$ cat src/tpc_regs.svh
// Constants for the phase counting and buffered timer block.
// Included by the general register and top-level design files of the block; definitions only.
`ifndef TPC_REGS_SVH
`define TPC_REGS_SVH

// Counter limits and reset values
`define TPC_CNT_ZERO    16'h0000
`define TPC_CNT_TOP     16'hffff
`define TPC_FLAG_RST    8'h00

// Channel 3/4 operating modes
`define TPC_MODE_NORMAL 2'h0
`define TPC_MODE_RSYNC  2'h1
`define TPC_MODE_COMPL  2'h2

// Per-register capture/compare select
`define TPC_IO_COMPARE  2'h0
`define TPC_IO_CAP_RISE 2'h1
`define TPC_IO_CAP_FALL 2'h2
`define TPC_IO_CAP_BOTH 2'h3

// Channel 2 counter clear source
`define TPC_CLR_NONE    2'h0
`define TPC_CLR_A       2'h1
`define TPC_CLR_B       2'h2

// General register slots
`define TPC_GR_A2       0
`define TPC_GR_B2       1
`define TPC_GR_A3       2
`define TPC_GR_B3       3
`define TPC_GR_B4       4
`define TPC_GR_NUM      5

// Status flag positions
`define TPC_F_A2        0
`define TPC_F_B2        1
`define TPC_F_W2        2
`define TPC_F_A3        3
`define TPC_F_B3        4
`define TPC_F_W3        5
`define TPC_F_B4        6
`define TPC_F_W4        7

`endif

$ cat src/tpc_pkg.sv
// Types shared by the phase counting and buffered timer block.
// Needs nothing but the tool's SystemVerilog support.
package tpc_pkg;
	typedef logic [15:0] tpc_word_t;
	typedef logic [1:0]  tpc_sel_t;
	typedef logic [7:0]  tpc_flags_t;
	// Count direction of channels 3/4 in complementary mode
	typedef enum logic {
		TPC_UP,
		TPC_DOWN
	} tpc_dir_t;
endpackage

$ cat src/tpc_pin_sync.sv
// Two-stage synchroniser with edge detection for timer pins.
// Assumes pins are asynchronous to sys_clk.
`timescale 1ns/10ps
module tpc_pin_sync #(
	parameter int W = 1
) (
	input  wire logic         sys_clk,
	input  wire logic         rst_n,
	input  wire logic [W-1:0] pin_in,
	output logic      [W-1:0] level,
	output logic      [W-1:0] rise,
	output logic      [W-1:0] fall
);
	logic [W-1:0] meta_ff;
	logic [W-1:0] sync_ff;
	logic [W-1:0] prev_ff;

	// Two flops, then a history flop for edges
	always_ff @(posedge sys_clk or negedge rst_n) begin
		if (!rst_n) begin
			meta_ff <= '0;
			sync_ff <= '0;
			prev_ff <= '0;
		end else begin
			meta_ff <= pin_in;
			sync_ff <= meta_ff;
			prev_ff <= sync_ff;
		end
	end

	// Levels and one-cycle edge pulses
	assign level = sync_ff;
	assign rise  = sync_ff & ~prev_ff;
	assign fall  = ~sync_ff & prev_ff;
endmodule

$ cat src/tpc_gen_reg.sv
// One general register with its optional buffer register.
// Events arrive as one-cycle pulses on sys_clk.
`timescale 1ns/10ps
`include "tpc_regs.svh"
module tpc_gen_reg
	import tpc_pkg::*;
(
	input  wire logic      sys_clk,
	input  wire logic      rst_n,
	input  wire tpc_word_t cnt,
	input  wire logic      is_compare,
	input  wire logic      buf_en,
	input  wire logic      xfer,
	input  wire logic      cap,
	input  wire logic      gr_wr,
	input  wire logic      br_wr,
	input  wire tpc_word_t wdata,
	output tpc_word_t      gr_ff,
	output tpc_word_t      br_ff
);
	tpc_word_t nxt_gr;
	tpc_word_t nxt_br;
	logic      cap_hit;
	logic      buf_hit;

	assign cap_hit = cap & ~is_compare;
	assign buf_hit = xfer & buf_en & is_compare;

	// Capture beats a write; a write beats a buffer transfer
	assign nxt_gr = cap_hit ? cnt :
		gr_wr ? wdata :
		buf_hit ? br_ff : gr_ff;

	// Capture pushes the old value down ahead of a write
	assign nxt_br = (cap_hit & buf_en) ? gr_ff :
		br_wr ? wdata : br_ff;

	always_ff @(posedge sys_clk or negedge rst_n) begin
		if (!rst_n) begin
			gr_ff <= `TPC_CNT_TOP;
			br_ff <= `TPC_CNT_TOP;
		end else begin
			gr_ff <= nxt_gr;
			br_ff <= nxt_br;
		end
	end
endmodule

$ cat src/tpc_top.sv
// Timer channels 2-4: phase counting, buffered registers, flags.
// Count ticks come from a prescaler on sys_clk; pins are async.
`timescale 1ns/10ps
`include "tpc_regs.svh"
module tpc_top
	import tpc_pkg::*;
(
	input  wire logic       sys_clk,
	input  wire logic       rst_n,
	input  wire logic       phase_input_a,
	input  wire logic       phase_input_b,
	input  wire logic       timer_pin_a_two_in,
	input  wire logic       timer_pin_b_two_in,
	input  wire logic       timer_pin_a_three_in,
	input  wire logic       timer_pin_b_three_in,
	input  wire logic       timer_pin_b_four_in,
	input  wire logic       phase_mode_bit,
	input  wire logic       start_ch_two,
	input  wire logic       start_ch_three,
	input  wire logic       start_ch_four,
	input  wire logic       tick_two,
	input  wire logic       tick_three,
	input  wire logic       tick_four,
	input  wire tpc_sel_t   clear_source_select,
	input  wire tpc_sel_t   pwm_mode,
	input  wire tpc_sel_t   io_sel_a_two,
	input  wire tpc_sel_t   io_sel_b_two,
	input  wire tpc_sel_t   io_sel_a_three,
	input  wire tpc_sel_t   io_sel_b_three,
	input  wire tpc_sel_t   io_sel_b_four,
	input  wire logic       buffer_enable_a_three,
	input  wire logic       buffer_enable_b_three,
	input  wire logic       buffer_enable_b_four,
	input  wire logic       level_select_three,
	input  wire logic       level_select_four,
	input  wire tpc_flags_t irq_enable,
	input  wire logic [4:0] gr_wr,
	input  wire logic [4:0] br_wr,
	input  wire logic [2:0] cnt_wr,
	input  wire tpc_word_t  wdata,
	input  wire logic       status_rd,
	input  wire logic       status_wr,
	input  wire tpc_flags_t status_wdata,
	output tpc_word_t       counter_ch_two,
	output tpc_word_t       counter_ch_three,
	output tpc_word_t       counter_ch_four,
	output tpc_flags_t      status_flags,
	output tpc_flags_t      irq_req,
	output logic            timer_pin_a_three_out,
	output logic            timer_pin_b_three_out,
	output logic            timer_pin_b_four_out,
	output logic            pwm_drive
);
	// Capture edge decode, shared by all five registers
	function automatic logic cap_hit(tpc_sel_t sel, logic r, logic f);
		return ((sel == `TPC_IO_CAP_RISE) & r) |
			((sel == `TPC_IO_CAP_FALL) & f) |
			((sel == `TPC_IO_CAP_BOTH) & (r | f));
	endfunction

	logic [6:0]         pin_lvl;
	logic [6:0]         pin_rise;
	logic [6:0]         pin_fall;
	tpc_word_t          cnt2_ff;
	tpc_word_t          cnt3_ff;
	tpc_word_t          cnt4_ff;
	tpc_word_t          nxt_cnt2;
	tpc_word_t          nxt_cnt3;
	tpc_word_t          nxt_cnt4;
	tpc_dir_t           dir_ff;
	tpc_dir_t           nxt_dir;
	tpc_flags_t         flag_ff;
	tpc_flags_t         nxt_flag;
	tpc_flags_t         armed_ff;
	tpc_flags_t         nxt_armed;
	tpc_flags_t         flag_set;
	tpc_flags_t         flag_clr;
	tpc_flags_t         irq_ff;
	logic               pa3_ff;
	logic               pb3_ff;
	logic               pb4_ff;
	logic               drive_ff;
	tpc_word_t          gr      [`TPC_GR_NUM];
	tpc_word_t          br      [`TPC_GR_NUM];
	tpc_word_t          reg_cnt [`TPC_GR_NUM];
	tpc_sel_t           io_sel  [`TPC_GR_NUM];
	logic [`TPC_GR_NUM-1:0] reg_adv;
	logic [`TPC_GR_NUM-1:0] is_cmp;
	logic [`TPC_GR_NUM-1:0] mt;
	logic [`TPC_GR_NUM-1:0] cap;
	logic [`TPC_GR_NUM-1:0] xfer;
	logic [`TPC_GR_NUM-1:0] buf_en;
	logic               q_up;
	logic               q_dn;
	logic               up2;
	logic               dn2;
	logic               adv2;
	logic               clear2;
	logic               wrap2;
	logic               compl;
	logic               rsync;
	logic               adv3;
	logic               adv4;
	logic               down34;
	logic               a3_hit;
	logic               a3_up_hit;
	logic               uf4;
	logic               wrap3;
	logic               wrap4;
	logic               clear3;
	logic               pwm3;
	logic               pwm4;

	// Quadrature and capture pins through two flops first
	tpc_pin_sync #(
		.W(7)
	) u_sync (
		.sys_clk (sys_clk),
		.rst_n   (rst_n),
		.pin_in  ({timer_pin_b_four_in, timer_pin_b_three_in, timer_pin_a_three_in,
			timer_pin_b_two_in, timer_pin_a_two_in, phase_input_b, phase_input_a}),
		.level   (pin_lvl),
		.rise    (pin_rise),
		.fall    (pin_fall)
	);

	// Quadrature step decode, bit 0 is A and bit 1 is B
	assign q_up = (pin_rise[1] & ~pin_lvl[0]) | (pin_rise[0] & pin_lvl[1]) |
		(pin_fall[1] & pin_lvl[0]) | (pin_fall[0] & ~pin_lvl[1]);
	assign q_dn = (pin_rise[1] & pin_lvl[0]) | (pin_fall[0] & pin_lvl[1]) |
		(pin_fall[1] & ~pin_lvl[0]) | (pin_rise[0] & ~pin_lvl[1]);

	// Channel 2 count source: pins in phase mode, else prescaler
	assign up2  = phase_mode_bit ? q_up : tick_two;
	assign dn2  = phase_mode_bit & q_dn;
	assign adv2 = start_ch_two & (up2 | dn2);

	// Channels 3/4 mode decode
	assign compl  = (pwm_mode == `TPC_MODE_COMPL);
	assign rsync  = (pwm_mode == `TPC_MODE_RSYNC);
	assign down34 = compl & (dir_ff == TPC_DOWN);
	assign adv3   = start_ch_three & tick_three;
	assign adv4   = compl ? (adv3 & start_ch_four) : (start_ch_four & tick_four);

	// Per-register counter, advance and function select
	assign reg_cnt[`TPC_GR_A2] = cnt2_ff;
	assign reg_cnt[`TPC_GR_B2] = cnt2_ff;
	assign reg_cnt[`TPC_GR_A3] = cnt3_ff;
	assign reg_cnt[`TPC_GR_B3] = cnt3_ff;
	assign reg_cnt[`TPC_GR_B4] = rsync ? cnt3_ff : cnt4_ff;
	assign reg_adv = {rsync ? adv3 : adv4, adv3, adv3, adv2, adv2};
	assign io_sel[`TPC_GR_A2] = io_sel_a_two;
	assign io_sel[`TPC_GR_B2] = io_sel_b_two;
	assign io_sel[`TPC_GR_A3] = io_sel_a_three;
	assign io_sel[`TPC_GR_B3] = io_sel_b_three;
	assign io_sel[`TPC_GR_B4] = io_sel_b_four;
	assign buf_en = {buffer_enable_b_four, buffer_enable_b_three,
		buffer_enable_a_three, 2'b00};

	// Channel 3/4 reversal and transfer points
	assign a3_hit    = mt[`TPC_GR_A3];
	assign a3_up_hit = a3_hit & ~down34;
	assign uf4       = compl & down34 & adv4 & (cnt4_ff == `TPC_CNT_ZERO);

	// Match on leaving the matching count, capture on pin edge
	genvar gi;
	generate
		for (gi = 0; gi < `TPC_GR_NUM; gi++) begin : g_reg
			assign is_cmp[gi] = (io_sel[gi] == `TPC_IO_COMPARE);
			assign mt[gi] = is_cmp[gi] & reg_adv[gi] &
				(reg_cnt[gi] == gr[gi]);
			assign cap[gi] = cap_hit(io_sel[gi], pin_rise[gi + 2],
				pin_fall[gi + 2]);
			if (gi < `TPC_GR_A3) begin : g_nobuf
				assign xfer[gi] = 1'b0;
			end else begin : g_buf
				assign xfer[gi] = compl ? (a3_up_hit | uf4) :
					rsync ? a3_hit :
					mt[gi];
			end
			tpc_gen_reg u_gr (
				.sys_clk    (sys_clk),
				.rst_n      (rst_n),
				.cnt        (reg_cnt[gi]),
				.is_compare (is_cmp[gi]),
				.buf_en     (buf_en[gi]),
				.xfer       (xfer[gi]),
				.cap        (cap[gi]),
				.gr_wr      (gr_wr[gi]),
				.br_wr      (br_wr[gi]),
				.wdata      (wdata),
				.gr_ff      (gr[gi]),
				.br_ff      ()
			);
		end
	endgenerate

	// Channel 2 clear on selected match or capture
	assign clear2 = ((clear_source_select == `TPC_CLR_A) &
		(mt[`TPC_GR_A2] | cap[`TPC_GR_A2])) |
		((clear_source_select == `TPC_CLR_B) &
		(mt[`TPC_GR_B2] | cap[`TPC_GR_B2]));

	// Channel 2 wrap in either direction
	assign wrap2 = adv2 & ~clear2 & ((up2 & (cnt2_ff == `TPC_CNT_TOP)) |
		(dn2 & (cnt2_ff == `TPC_CNT_ZERO)));

	// Channel 2 next count: clear beats write beats step
	assign nxt_cnt2 = clear2 ? `TPC_CNT_ZERO :
		cnt_wr[0] ? wdata :
		~adv2 ? cnt2_ff :
		up2 ? cnt2_ff + 16'h0001 : cnt2_ff - 16'h0001;

	// Channel 3 clears on period match in reset-synchronized mode
	assign clear3 = rsync & a3_hit;
	assign nxt_cnt3 = clear3 ? `TPC_CNT_ZERO :
		cnt_wr[1] ? wdata :
		~adv3 ? cnt3_ff :
		down34 ? cnt3_ff - 16'h0001 : cnt3_ff + 16'h0001;
	assign nxt_cnt4 = cnt_wr[2] ? wdata :
		~adv4 ? cnt4_ff :
		down34 ? cnt4_ff - 16'h0001 : cnt4_ff + 16'h0001;

	// Channel 3/4 wraps; channel 4 counts underflow only when complementary
	assign wrap3 = adv3 & ~clear3 & (down34 ? (cnt3_ff == `TPC_CNT_ZERO) :
		(cnt3_ff == `TPC_CNT_TOP));
	assign wrap4 = compl ? uf4 :
		(adv4 & (cnt4_ff == `TPC_CNT_TOP));

	// Direction turns at the overshoot and undershoot points
	always_comb begin
		nxt_dir = dir_ff;
		unique case (dir_ff)
			TPC_UP: begin
				if (compl & a3_hit) begin
					nxt_dir = TPC_DOWN;
				end
			end
			TPC_DOWN: begin
				if (~compl | uf4) begin
					nxt_dir = TPC_UP;
				end
			end
		endcase
	end

	// Flag sources: match or capture, plus wrap, per channel
	assign flag_set[`TPC_F_A2] = mt[`TPC_GR_A2] | cap[`TPC_GR_A2];
	assign flag_set[`TPC_F_B2] = mt[`TPC_GR_B2] | cap[`TPC_GR_B2];
	assign flag_set[`TPC_F_W2] = wrap2;
	assign flag_set[`TPC_F_A3] = a3_up_hit | cap[`TPC_GR_A3];
	assign flag_set[`TPC_F_B3] = mt[`TPC_GR_B3] | cap[`TPC_GR_B3];
	assign flag_set[`TPC_F_W3] = wrap3;
	assign flag_set[`TPC_F_B4] = mt[`TPC_GR_B4] | cap[`TPC_GR_B4];
	assign flag_set[`TPC_F_W4] = wrap4;

	// Clear only bits read as one and then written zero; set wins
	assign flag_clr  = status_wr ? (armed_ff & ~status_wdata) : '0;
	assign nxt_flag  = flag_set | (flag_ff & ~flag_clr);
	assign nxt_armed = status_rd ? flag_ff :
		(armed_ff & ~flag_clr);

	// PWM levels: compare beyond period never crossed, 0% duty
	assign pwm3 = (compl | rsync) & (cnt3_ff > gr[`TPC_GR_B3]);
	assign pwm4 = (compl | rsync) &
		(reg_cnt[`TPC_GR_B4] > gr[`TPC_GR_B4]);

	// Counters and direction
	always_ff @(posedge sys_clk or negedge rst_n) begin
		if (!rst_n) begin
			cnt2_ff <= `TPC_CNT_ZERO;
			cnt3_ff <= `TPC_CNT_ZERO;
			cnt4_ff <= `TPC_CNT_ZERO;
			dir_ff  <= TPC_UP;
		end else begin
			cnt2_ff <= nxt_cnt2;
			cnt3_ff <= nxt_cnt3;
			cnt4_ff <= nxt_cnt4;
			dir_ff  <= nxt_dir;
		end
	end

	// Status flags, read snapshot and interrupt requests
	always_ff @(posedge sys_clk or negedge rst_n) begin
		if (!rst_n) begin
			flag_ff  <= `TPC_FLAG_RST;
			armed_ff <= `TPC_FLAG_RST;
			irq_ff   <= `TPC_FLAG_RST;
		end else begin
			flag_ff  <= nxt_flag;
			armed_ff <= nxt_armed;
			irq_ff   <= nxt_flag & irq_enable;
		end
	end

	// Output pins with level select; low select inverts
	always_ff @(posedge sys_clk or negedge rst_n) begin
		if (!rst_n) begin
			pa3_ff   <= 1'b0;
			pb3_ff   <= 1'b0;
			pb4_ff   <= 1'b0;
			drive_ff <= 1'b0;
		end else begin
			pa3_ff   <= level_select_three ? pwm3 : ~pwm3;
			pb3_ff   <= level_select_three ? ~pwm3 : pwm3;
			pb4_ff   <= level_select_four ? pwm4 : ~pwm4;
			drive_ff <= compl | rsync;
		end
	end

	assign counter_ch_two        = cnt2_ff;
	assign counter_ch_three      = cnt3_ff;
	assign counter_ch_four       = cnt4_ff;
	assign status_flags          = flag_ff;
	assign irq_req               = irq_ff;
	assign timer_pin_a_three_out = pa3_ff;
	assign timer_pin_b_three_out = pb3_ff;
	assign timer_pin_b_four_out  = pb4_ff;
	assign pwm_drive             = drive_ff;
endmodule

$ cat config.mk
export PLATFORM = sky130hd
export DESIGN_NAME = tpc_top
export DESIGN_NICKNAME = d
export VERILOG_FILES = /design/src/tpc_pkg.sv /design/src/tpc_pin_sync.sv /design/src/tpc_gen_reg.sv /design/src/tpc_top.sv
export VERILOG_INCLUDE_DIRS = /design/src
export SDC_FILE = /design/constraint.sdc
export NUM_CORES = 1
export LEC_CHECK = 0
export ABC_AREA = 0
export BUFFER_PORTS_ARGS = -buffer_cell sky130_fd_sc_hd__buf_2
export CORE_MARGIN = 3
export CORE_UTILIZATION = 51
export CTS_CLUSTER_SIZE = 12
export DETAILED_ROUTE_END_ITERATION = 10
export PLACE_DENSITY_LB_ADDON = 0.05
export SLEW_MARGIN = 20
export SYNTH_ARGS = -nofsm -noshare
export SYNTH_HDL_FRONTEND = slang
export SYNTH_SLANG_ARGS = --single-unit
$ cat constraint.sdc
create_clock -name sys_clk -period 5.2 [get_ports sys_clk]
set_clock_uncertainty 0.1 [all_clocks]
set_input_delay 0.78 -clock sys_clk [delete_from_list [all_inputs] [get_ports sys_clk]]
set_output_delay 0.78 -clock sys_clk [all_outputs]
set_load 0.1 [all_outputs]
==> qor.yml, run 1 <==
outcome:
  outcome: "completed"
route:
  via_per_inst: 5.78
  drt_iter0_markers: 1026
  first_pass_iters: 5
  antenna_left: 0
  routed_wl_mm: 43.3
  post_drt_wl_per_cell_um: 20.8
  via_count: 12100
  remaining_drc_errors: 0
place:
  place_inst: 2034
  dpl.hpwl_mm: 29.1
  pre_cts_ws_ns: 0.834
  gp_congestion: 0.890
  io_buffers: 147
timing:
  setup_tns_ns: 0
  min_period_ns: 3.97
  rsz0062_at_grt: "no"
  timing.final.crit_share_pct: 76.4
  setup_viol: 0
  drv_slew: 0
  slew_headroom_pct: 23.6
  tightest_slew_ns: 1.14
  fmax_mhz: 252
  finalHoldViolCount: 0
  fin_ws_ns: 1.23
setup_path:
  critPathCaptureType: "register"
  crit_type: "register to register"
  worstPathRequired_ns: 5.49
  cp_max_fo: 11
  start_kind: "register"
  arrival_ns: 4.26
yosys:
  syn_avg_cell_area_um2: 9.26
  synth_top_area_share_pct: 22.8
  ys_top_cells_by_area: "dfstp_2 23%, dfrtp_1 17%, mux2i_1 11%"
  synth-compound-area-share_pct: 14.7
  synth_edf_count: 0
  synthSimpleGateAreaFrac_pct: 14.0
  syn-num-nets: 1762
  ys_seq_elements: 226
  yosysSeqAreaShare_pct: 39.5
  syn_area_um2: 14700
  yosysTopAreaCell: "dfstp_2"
  synthMuxAreaShare_pct: 14.3
  synthXorXnorAreaFrac_pct: 5.17
  yosysUniqueCellTypes: 68
  synth_top_family_by_area: "compound AO/OA/AOI/OAI gates"
  synthFlopType: "dfstp_2"
  netlist_instances: 1591
  synthAdderAreaFrac_pct: 7.71
  yosys_warnings: 0
  async_flop_share_pct: 100
global_route:
  busiest_layer: "met2"
  grt_use_met3_pct: 3.85
  use_met2_pct: 45.9
  grt_pass1_vias: 11800
  grt_usage_pct: 27.9
  grt_pass1_wl_mm: 67.9
  grtUsageMet1_pct: 38.7
  grt_overflow_total: 0
  antenna_found_initial: 1
  grt_max_degree: 114
clock_tree:
  worstSkewPairLatency_ns: 0.55
  cts_resized: 0
  cts_hold_buf: 0
  cts_tree: "done"
  cts_setup_buffers: 0
  cts.sink_count: 226
  cts_root_buf: "clkbuf_16"
  path_clk_slew_ns: 0.06
  cts_buffers: 28
  clockBufferDepth: 3
  cts_htree_levels: 1
power:
  p_leak_nw: 7.81
  ir_worst_vdd_v: 0.000233
  p_per_area_nw_per_um2: 386
flow_run:
  drv_cap: 0
cells_and_area:
  stdcell_count: 2086
  diodes: 0
  finalCoreUtilization_pct: 59.5
  syn_to_final_growth_pct: 13.4
  drive_above_1_share_pct: 24.2
  nets: 1857
floorplanning:
  core-area_um2: 28100
  ioPinCount: 150
  die_area_um2: 31000
  die_x_um: 176
  start_util_pct: 52.4
  rows: 61
  chipHeight_um: 176
worst_hold_path:
  hold_class: "primary input to asynchronous set/reset pin"
-- layer usage --
| layer | wire length, µm | part of all wire [%] |
|---|---|---|
| met1 | 19700 | 46 |
| met2 | 20000 | 46 |
| met3 | 2380 | 5.5 |
| met4 | 1180 | 2.7 |
| met5 | 13 | 0.030 |
-- flip-flops by register name (all words and copies together), names as in the netlist --
register / count
armed_ff: 8
counter_ch_four: 16
counter_ch_three: 16
counter_ch_two: 16
dir_ff: 1
g.u_gr.br_ff: 48
g.u_gr.gr_ff: 80
irq_req: 8
pwm_drive: 1
status_flags: 8
timer_pin_a_three_out: 1
timer_pin_b_four_out: 1
timer_pin_b_three_out: 1
u_sync.level: 7
u_sync.meta_ff: 7
u_sync.prev_ff: 7
-- layout make-up --
type	instances	area [µm²]
clock buffers	41	852
fillers	2557	11400
inverters	69	259
flip-flops and latches	226	5820
well taps	378	473
repair buffers	166	901
multi-input cells	1195	8270
clock inverters	11	134
-- cells in the final DEF, fill, tap and decap left out, types with 8 or more instances in the layout --
| cell | instances |
|---|---|
| and3_1 | 8 |
| nor2_1 | 121 |
| o21ai_0 | 140 |
| dfrtp_1 | 98 |
| a21o_1 | 18 |
| nand3b_1 | 11 |
| xor2_1 | 50 |
| nor3_1 | 30 |
| buf_2 | 146 |
| ha_1 | 86 |
| nand2_1 | 155 |
| o21a_1 | 11 |
| nor2b_1 | 13 |
| mux2_2 | 45 |
| nand4_1 | 27 |
| clkbuf_16 | 30 |
| dfstp_2 | 128 |
| and2_1 | 11 |
| inv_1 | 69 |
| mux2i_1 | 155 |
| a21oi_1 | 136 |
| nand3_1 | 14 |
| buf_4 | 18 |
| xnor2_1 | 37 |
| nor4_1 | 24 |
-- per-stage QoR --
step / hold slack, ns / total power, mW / area, µm²
2_1_floorplan: 0.231 / 3.90 / 14700
3_3_place_gp: 0.232 / 4.37 / 15700
3_5_place_dp: 0.236 / 4.41 / 15700
4_1_cts: 0.223 / 6.49 / 16700
5_1_grt: 0.233 / 6.77 / 16700
6_report: 0.186 / 6.45 / 16700
-- critical path, cell delays in order, from the launching register on --
cell	delay [ns]
dfrtp_1	0.44
mux2i_1	0.15
nand2_1	0.07
o21ai_0	0.11
a21oi_1	0.82
ha_1	0.35
o21ai_0	0.10
o21a_1	0.19
o21ai_0	0.28
a41oi_1	0.19
a211o_1	0.32
o21ai_0	0.23
xnor2_1	0.12
a221oi_1	0.29
nor2_1	0.06
-- worst paths after layout --
check | from | to | slack, ns | depth (start not counted)
min reg2reg | u_sync.meta_ff[5]$_DFF_PN0_ | u_sync.level[5]$_DFF_PN0_ | 0.24 | 0
min | rst_n | u_sync.prev_ff[0]$_DFF_PN0_ | 0.19 | 1
min in group sys_clk | timer_pin_b_three_in | u_sync.meta_ff[5]$_DFF_PN0_ | 0.24 | 1
max reg2reg | u_sync.prev_ff[1]$_DFF_PN0_ | counter_ch_two[15]$_DFFE_PN0P_ | 1.23 | 14
max in group asynchronous | rst_n | g_reg[4].u_gr.br_ff[10]$_DFFE_PN1P_ | 3.78 | 2
max | u_sync.prev_ff[1]$_DFF_PN0_ | counter_ch_two[15]$_DFFE_PN0P_ | 1.23 | 14
-- logic make-up (layout without fill, tap and decap cells) --
family,Yosys count,in the layout
DFF,226,226
buffers and inverters,170,287
muxes,204,204
adders and majority gates,89,89
AOI/OAI and AO/OA,373,373
xor gates and xnor gates,87,87
and+or+nand+nor,442,442
-- Yosys cell counts, drive strengths merged, types with 8 or more instances --
master    n
xor2     50
nand2   155
nand4    27
clkbuf   87
mux2i   155
dfstp   128
nand3b   12
o21ai   145
nor2b    15
and3      8
nor4     24
o21a     11
ha       86
mux2     49
inv      69
nor3     30
a21oi   141
a21o     18
xnor2    37
nand3    16
nor2    121
dfrtp    98
and2     12
buf      14
-- power breakdown --
part | switching [mW] | internal, mW
logic | 1.26 | 0.641
registers | 0.324 | 2.17
clock network | 0.775 | 1.28
Note: power is estimated with default switching activity, not from simulation.
==> inputs of run 2 (changes only) <==
- ABC_AREA: 0 -> 1
- clock period: 5.2 -> 3.4 ns (I/O delays scaled with it)
==> run 2 against run 1 <==
Register-to-register slack worse by 0.78 ns; flip-flop and latch count unchanged; largest cell class unchanged; combinational power up 100%; worst hold slack lost 0.13 ns; sequential power grew 55%; total power rose by 66%; setup slack got worse by 0.78 ns; clock-buffer cell count rose by 1; clock power grew 45%; cell count up 27%; die area increased by 5.3%.
==> qor.yml, run 2 <==
cells_and_area:
  fin_area_um2: 17700  # +5.7%
  nets: 2404  # +29%
  top_register: "g.u_gr.gr_ff"
  diodes: 0  # unchanged
  layout_common_cells: "512 x nand2_1, 262 x inv_1, 220 x nand3_1"
  syn_to_final_growth_pct: 13.7
  finalCoreUtilization_pct: 59.3  # -0.21 points
  largest_reg_flops: 80  # unchanged
  drive_above_1_share_pct: 17.7  # -6.5 points
  stdcell_count: 2643  # +27%
  n_fill_cell: 2855  # +12%
  final_common_cell: "nand2_1"
  top_regs: "g.u_gr.gr_ff x80, g.u_gr.br_ff x48"
timing:
  hold_slack_ns: 0.0547  # -0.131 ns
  drv_slew: 0  # unchanged
  setup_tns_ns: 0  # unchanged
  min_period_ns: 2.96  # -1.02 ns
  slew_headroom_pct: 48.2  # +25 points
  fmax_mhz: 338  # +34%
  setup_viol: 0  # unchanged
  finalHoldViolCount: 0  # unchanged
  rsz0062_at_grt: "no"
  tightest_slew_ns: 0.769  # -0.373 ns
  fin_ws_ns: 0.445  # -0.781 ns
  timing.final.crit_share_pct: 86.9  # +11 points
floorplanning:
  core-area_um2: 29800  # +6.1%
  die_x_um: 181  # +2.6%
  chipHeight_um: 181  # +2.6%
  die_area_um2: 32600  # +5.3%
  start_util_pct: 52.1  # -0.31 points
  rows: 63  # +3.3%
  ioPinCount: 150  # unchanged
power:
  p_per_area_nw_per_um2: 607  # +57%
  finalPower_mw: 10.7  # +66%
  p_leak_nw: 8.67  # +11%
  ir_worst_vdd_v: 0.000621  # +170%
yosys:
  async_flop_share_pct: 100  # unchanged
  synth_top_area_share_pct: 21.7  # -1.2 points
  synthTopCellsByCount: "512 x nand2_1, 262 x inv_1, 220 x nand3_1"
  syn_area_um2: 15500  # +5.5%
  syn_avg_cell_area_um2: 7.36  # -21%
  yosysSeqAreaShare_pct: 37.4  # -2.0 points
  ys_top_cells_by_area: "dfstp_2 22%, dfrtp_1 16%, nand2_1 12%"
  yosysUniqueCellTypes: 47  # -31%
  yosys_warnings: 0  # unchanged
  synthFlopType: "dfstp_2"
  yosysTopAreaCell: "dfstp_2"
  netlist_instances: 2111  # +33%
  ys_seq_elements: 226  # unchanged
  syn-num-nets: 2282  # +30%
  synth_most_common_cell: "nand2_1"
  synth_edf_count: 0  # unchanged
setup_path:
  critPathCaptureType: "register"
  cp_num_buf_inv: 0  # unchanged
  r2r-start: "counter_ch_three[13]$_DFFE_PN0P_"
  slowest_stage: "dfrtp_1"
  cp_slowest_stage_delay_ns: 0.57  # -0.25 ns
  r2r_cells: 13  # -1
  crit_path_frequent_cell: "nand2_1"
  start_kind: "register"
  cp_max_fo: 16  # +5
  critPathTopFamily: "simple AND/OR/NAND/NOR gates"
  cp.depth: 13  # -1
  rrSetupSlack_ns: 0.44  # -0.78 ns
  arrival_ns: 3.33  # -0.93 ns
  r2r-end: "g_reg[4].u_gr.gr_ff[13]$_DFFE_PN1P_"
  crit_type: "register to register"
  worstPathRequired_ns: 3.78  # -1.71 ns
  crit_chain: "nand2_1 -> o21ai_0 -> ha_1 -> nand2_1 -> nor2_1 -> nand3_1 -> nor3_1 -> nand3_1 -> nand3_2 -> nand3_4 -> nand2_4 -> nand2_1 -> nand2_1"
route:
  first_pass_iters: 5  # unchanged
  post_drt_wl_per_cell_um: 20.6  # -0.68%
  via_count: 15700  # +30%
  routed_wl_mm: 54.5  # +26%
  drt_iter0_markers: 1676  # +63%
  via_per_inst: 5.93  # +2.6%
  antenna_left: 0  # unchanged
  remaining_drc_errors: 0  # unchanged
clock_tree:
  cts_tree: "done"
  path_clk_slew_ns: 0.06  # about the same
  cts_htree_levels: 1  # unchanged
  cts_root_buf: "clkbuf_16"
  worstSkewPairLatency_ns: 0.54  # about the same
  cts_hold_buf: 8  # +8
  cts_resized: 0  # unchanged
  cts_setup_buffers: 0  # unchanged
  clockBufferDepth: 3  # unchanged
  cts.sink_count: 226  # unchanged
  cts_buffers: 27  # -3.6%
global_route:
  grt_pass1_wl_mm: 84.6  # +25%
  grt_overflow_total: 0  # unchanged
  grt_usage_pct: 32.4  # +4.5 points
  grt_max_degree: 79  # -31%
  antenna_found_initial: 0  # -1
  grt_pass1_vias: 14900  # +27%
worst_hold_path:
  hold_class: "primary input to register"
  min_from: "level_select_four"
  whs_endpoint: "timer_pin_b_four_out$_DFF_PN0_"
  whs_path_depth: 2
place:
  io_buffers: 147  # unchanged
  place_inst: 2586  # +27%
  pre_cts_ws_ns: 0.174  # -0.660 ns
  gp_congestion: 0.995  # +12%
  postPlaceCellArea_um2: 16700  # +6.1%
  dpl.hpwl_mm: 38.2  # +31%
outcome:
  outcome: "completed"
flow_run:
  drv_cap: 0  # unchanged
==> run 2: cells by family after synthesis <==
logic type      Yosys count  synth area share (%)
simple gates            944                  26.8
compound gates          434                  16.7
buf+inv                 379                  9.49
flops                   226                  37.4
fa+ha+maj                89                  7.32
xor+xnor                 37                  2.09
mux                       2                 0.129
==> run 2: worst register-to-register path: stages, from the launching register on <==
cell and delay (ns):
dfrtp_1 0.57, nand2_1 0.14, o21ai_0 0.18, ha_1 0.35, nand2_1 0.05, nor2_1 0.18, nand3_1 0.14, nor3_1 0.36
nand3_1 0.15, nand3_2 0.12, nand3_4 0.16, nand2_4 0.23, nand2_1 0.09, nand2_1 0.07
==> run 2: worst max-delay path by stage <==
stage	start	endpoint	slack, ns
finish	counter_ch_three[13]$_DFFE_PN0P_	g_reg[4].u_gr.gr_ff[13]$_DFFE_PN1P_	0.44
global route	u_sync.level[0]$_DFF_PN0_	counter_ch_two[14]$_DFFE_PN0P_	0.11
CTS	u_sync.level[0]$_DFF_PN0_	counter_ch_two[11]$_DFFE_PN0P_	0.48
detailed placement	pwm_mode[1]	g_reg[4].u_gr.gr_ff[13]$_DFFE_PN1P_	0.17
global placement	pwm_mode[0]	g_reg[4].u_gr.gr_ff[12]$_DFFE_PN1P_	0.27
floorplan	pwm_mode[0]	counter_ch_four[10]$_DFFE_PN0P_	0.32
==> run 2: where the power goes <==
part | internal (mW) | switching, mW | leakage [nW]
Combinational | 1.06 | 2.82 | 5.70
Sequential | 3.31 | 0.551 | 2.53
Clock | 1.77 | 1.20 | 0.449
Total | 6.15 | 4.57 | 8.67
==> run 2: metal layers <==
metal,up-vias,share of wire (%),track usage (%)
li1,7369,-,-
met1,7376,41,43.6
met2,756,45,51.9
met3,168,8.3,5.07
met4,0,5.5,14.2
met5,-,0,0
==> run 2: final cells by class <==
| class | count | area [µm²] | area share (%) |
|---|---|---|---|
| Inverter | 287 | 1080 | 6.10 |
| Sequential cell | 226 | 5820 | 32.9 |
| Clock inverter | 7 | 62.6 | 0.354 |
| Clock buffer | 42 | 845 | 4.78 |
| Timing Repair Buffer | 185 | 1100 | 6.23 |
| Tap cell | 390 | 488 | 2.76 |
| Multi-Input combinational cell | 1506 | 8270 | 46.8 |
==> inputs of run 3 (changes only) <==
- REMOVE_ABC_BUFFERS: default -> 1
==> run 3 against run 2 <==
Clock power is 1% higher; flip-flop and latch count stayed put; routed wire length is 1.5% lower; die area stayed put; cell area hardly changed; first-iteration DRC count is 13% lower; cell count is 0.19% higher; maximum frequency is 1.3% higher; total power hardly changed; sequential power is 1% lower; setup slack better by 0.037 ns; via count is 0.50% lower; critical endpoint is now counter_ch_two[14]$_DFFE_PN0P_; largest cell class unchanged; largest power group unchanged.
==> qor.yml, run 3 (synthesis gave the netlist of run 2 again) <==
cells_and_area:
  drive_above_1_share_pct: 17.8  # +0.094 points
  fin_area_um2: 17700  # about the same
  top_regs: "g.u_gr.gr_ff x80, g.u_gr.br_ff x48"
  largest_reg_flops: 80  # unchanged
  stdcell_count: 2648  # +0.19%
  top_register: "g.u_gr.gr_ff"
  multi_input_area_um2: 8270  # unchanged
  nets: 2407  # +0.12%
  diodes: 0  # unchanged
  syn_to_final_growth_pct: 13.8  # about the same
  register_area_um2: 5820  # unchanged
  n_fill_cell: 2828  # -0.95%
  final_common_cell: "nand2_1"
  finalCoreUtilization_pct: 59.3  # about the same
  layout_common_cells: "512 x nand2_1, 262 x inv_1, 220 x nand3_1"
place:
  dpl.hpwl_mm: 37.7  # -1.4%
  place_inst: 2588  # +0.077%
  postPlaceCellArea_um2: 16700  # about the same
  gp_congestion: 0.952  # -4.3%
  io_buffers: 147  # unchanged
setup_path:
  crit_type: "register to register"
  critPathCaptureType: "register"
  start_kind: "register"
  arrival_ns: 3.24  # -0.09 ns
  cp_max_fo: 10  # -6
  worstPathRequired_ns: 3.72  # -0.06 ns
route:
  post_drt_wl_per_cell_um: 20.3  # -1.7%
  via_count: 15600  # -0.50%
  via_per_inst: 5.89  # -0.69%
  antenna_left: 0  # unchanged
  routed_wl_mm: 53.7  # -1.5%
  remaining_drc_errors: 0  # unchanged
  first_pass_iters: 6  # +1
  drt_iter0_markers: 1462  # -13%
timing:
  finalHoldViolCount: 0  # unchanged
  fmax_mhz: 343  # +1.3%
  drv_slew: 0  # unchanged
  min_period_ns: 2.92  # -0.0372 ns
  rsz0062_at_grt: "no"
  setup_viol: 0  # unchanged
  timing.final.crit_share_pct: 85.8  # -1.1 points
  slew_headroom_pct: 36.2  # -12 points
  tightest_slew_ns: 0.948  # +0.179 ns
floorplanning:
  ioPinCount: 150  # unchanged
  die_x_um: 181  # unchanged
  rows: 63  # unchanged
  start_util_pct: 52.1  # unchanged
  core-area_um2: 29800  # unchanged
  die_area_um2: 32600  # unchanged
  chipHeight_um: 181  # unchanged
global_route:
  grt_usage_pct: 32.0  # -0.40 points
  grt_pass1_wl_mm: 83.4  # -1.4%
  grt_overflow_total: 0  # unchanged
  grt_pass1_vias: 14700  # -1.1%
  antenna_found_initial: 0  # unchanged
  grt_max_degree: 75  # -5.1%
clock_tree:
  clockBufferDepth: 3  # unchanged
  cts_tree: "done"
  cts_root_buf: "clkbuf_16"
  path_clk_slew_ns: 0.06  # about the same
  cts.sink_count: 226  # unchanged
  cts_htree_levels: 1  # unchanged
  cts_resized: 0  # unchanged
  cts_buffers: 28  # +3.7%
  worstSkewPairLatency_ns: 0.57  # +0.03 ns
flow_run:
  drv_cap: 0  # unchanged
power:
  p_leak_nw: 8.67  # about the same
  ir_worst_vdd_v: 0.000429  # -31%
  p_per_area_nw_per_um2: 607  # about the same
worst_hold_path:
  hold_class: "primary input to register"
outcome:
  outcome: "completed"
run 3: cell types whose count changed in the layout (fill, tap and decap cells not counted):
cell	delta
buf_4	+4
buf_12	-2
clkbuf_1	+2
bufinv_16	+1
clkbuf_16	-1
clkbuf_8	-1
clkinv_8	+1
clkinvlp_4	+1
run 3: area by class of cell:
class	count	area share (%)
inverter	287	6.10
clock inverter	10	0.658
timing repair buffer	187	6.17
sequential	226	32.9
tap	390	2.76
clock buffer	42	4.60
multi-input combinational	1506	46.8
run 3: path summary, 6_finish.rpt:
kind	from	endpoint	slack [ns]	cells after the start
max	u_sync.level[0]$_DFF_PN0_	counter_ch_two[14]$_DFFE_PN0P_	0.48	18
min	irq_enable[7]	irq_req[7]$_DFF_PN0_	0.03	3
max reg2reg	u_sync.level[0]$_DFF_PN0_	counter_ch_two[14]$_DFFE_PN0P_	0.48	18
min reg2reg	u_sync.meta_ff[3]$_DFF_PN0_	u_sync.level[3]$_DFF_PN0_	0.24	0
max in group asynchronous	rst_n	g_reg[4].u_gr.gr_ff[12]$_DFFE_PN1P_	1.82	3
min in group asynchronous	rst_n	u_sync.level[0]$_DFF_PN0_	0.45	2
run 3: report_power, final:
part           switching [mW]  internal (mW)  total [mW]
clock                    1.22           1.80        3.02
combinational            2.82           1.06        3.88
sequential              0.513           3.31        3.82
run 3: critical path, cell delays in order, from the launching register on:
cell,delay (ns)
dfrtp_1,0.41
inv_2,0.09
nand2_1,0.07
nand2_1,0.06
nand2_1,0.05
nand3_1,0.09
nand2_1,0.26
buf_4,0.29
ha_1,0.35
a21oi_1,0.22
nand2_1,0.12
a21oi_1,0.21
nand2_1,0.08
nand2_1,0.06
nand3_1,0.07
o21ai_0,0.09
inv_1,0.06
nand4_1,0.07
nand2_1,0.06
run 3: layer usage:
metal,part of all wire [%],vias up,GRT usage [%]
li1,-,7380,-
met1,42,7453,42.9
met2,45,621,51.6
met3,8.2,137,6.00
met4,4.5,0,12.2
met5,0,-,0
run 3: repair_timing:
item / in CTS / in global routing
setup buffers: 0 / 0
hold buffers: 8 / 0
endpoints found under the hold margin: 45 / 0
run 3: metrics by stage:
stage                     hold WS (ns)  total power [mW]  TNS [ns]  worst slack, ns
after floorplan                  0.114              6.52    -0.431           -0.105
after global placement           0.233              7.60         0            0.307
after detailed placement         0.235              7.67         0            0.239
after CTS                       0.0173              10.7         0            0.526
after global routing            0.0323              11.3         0            0.222
final                           0.0322              10.7         0            0.482
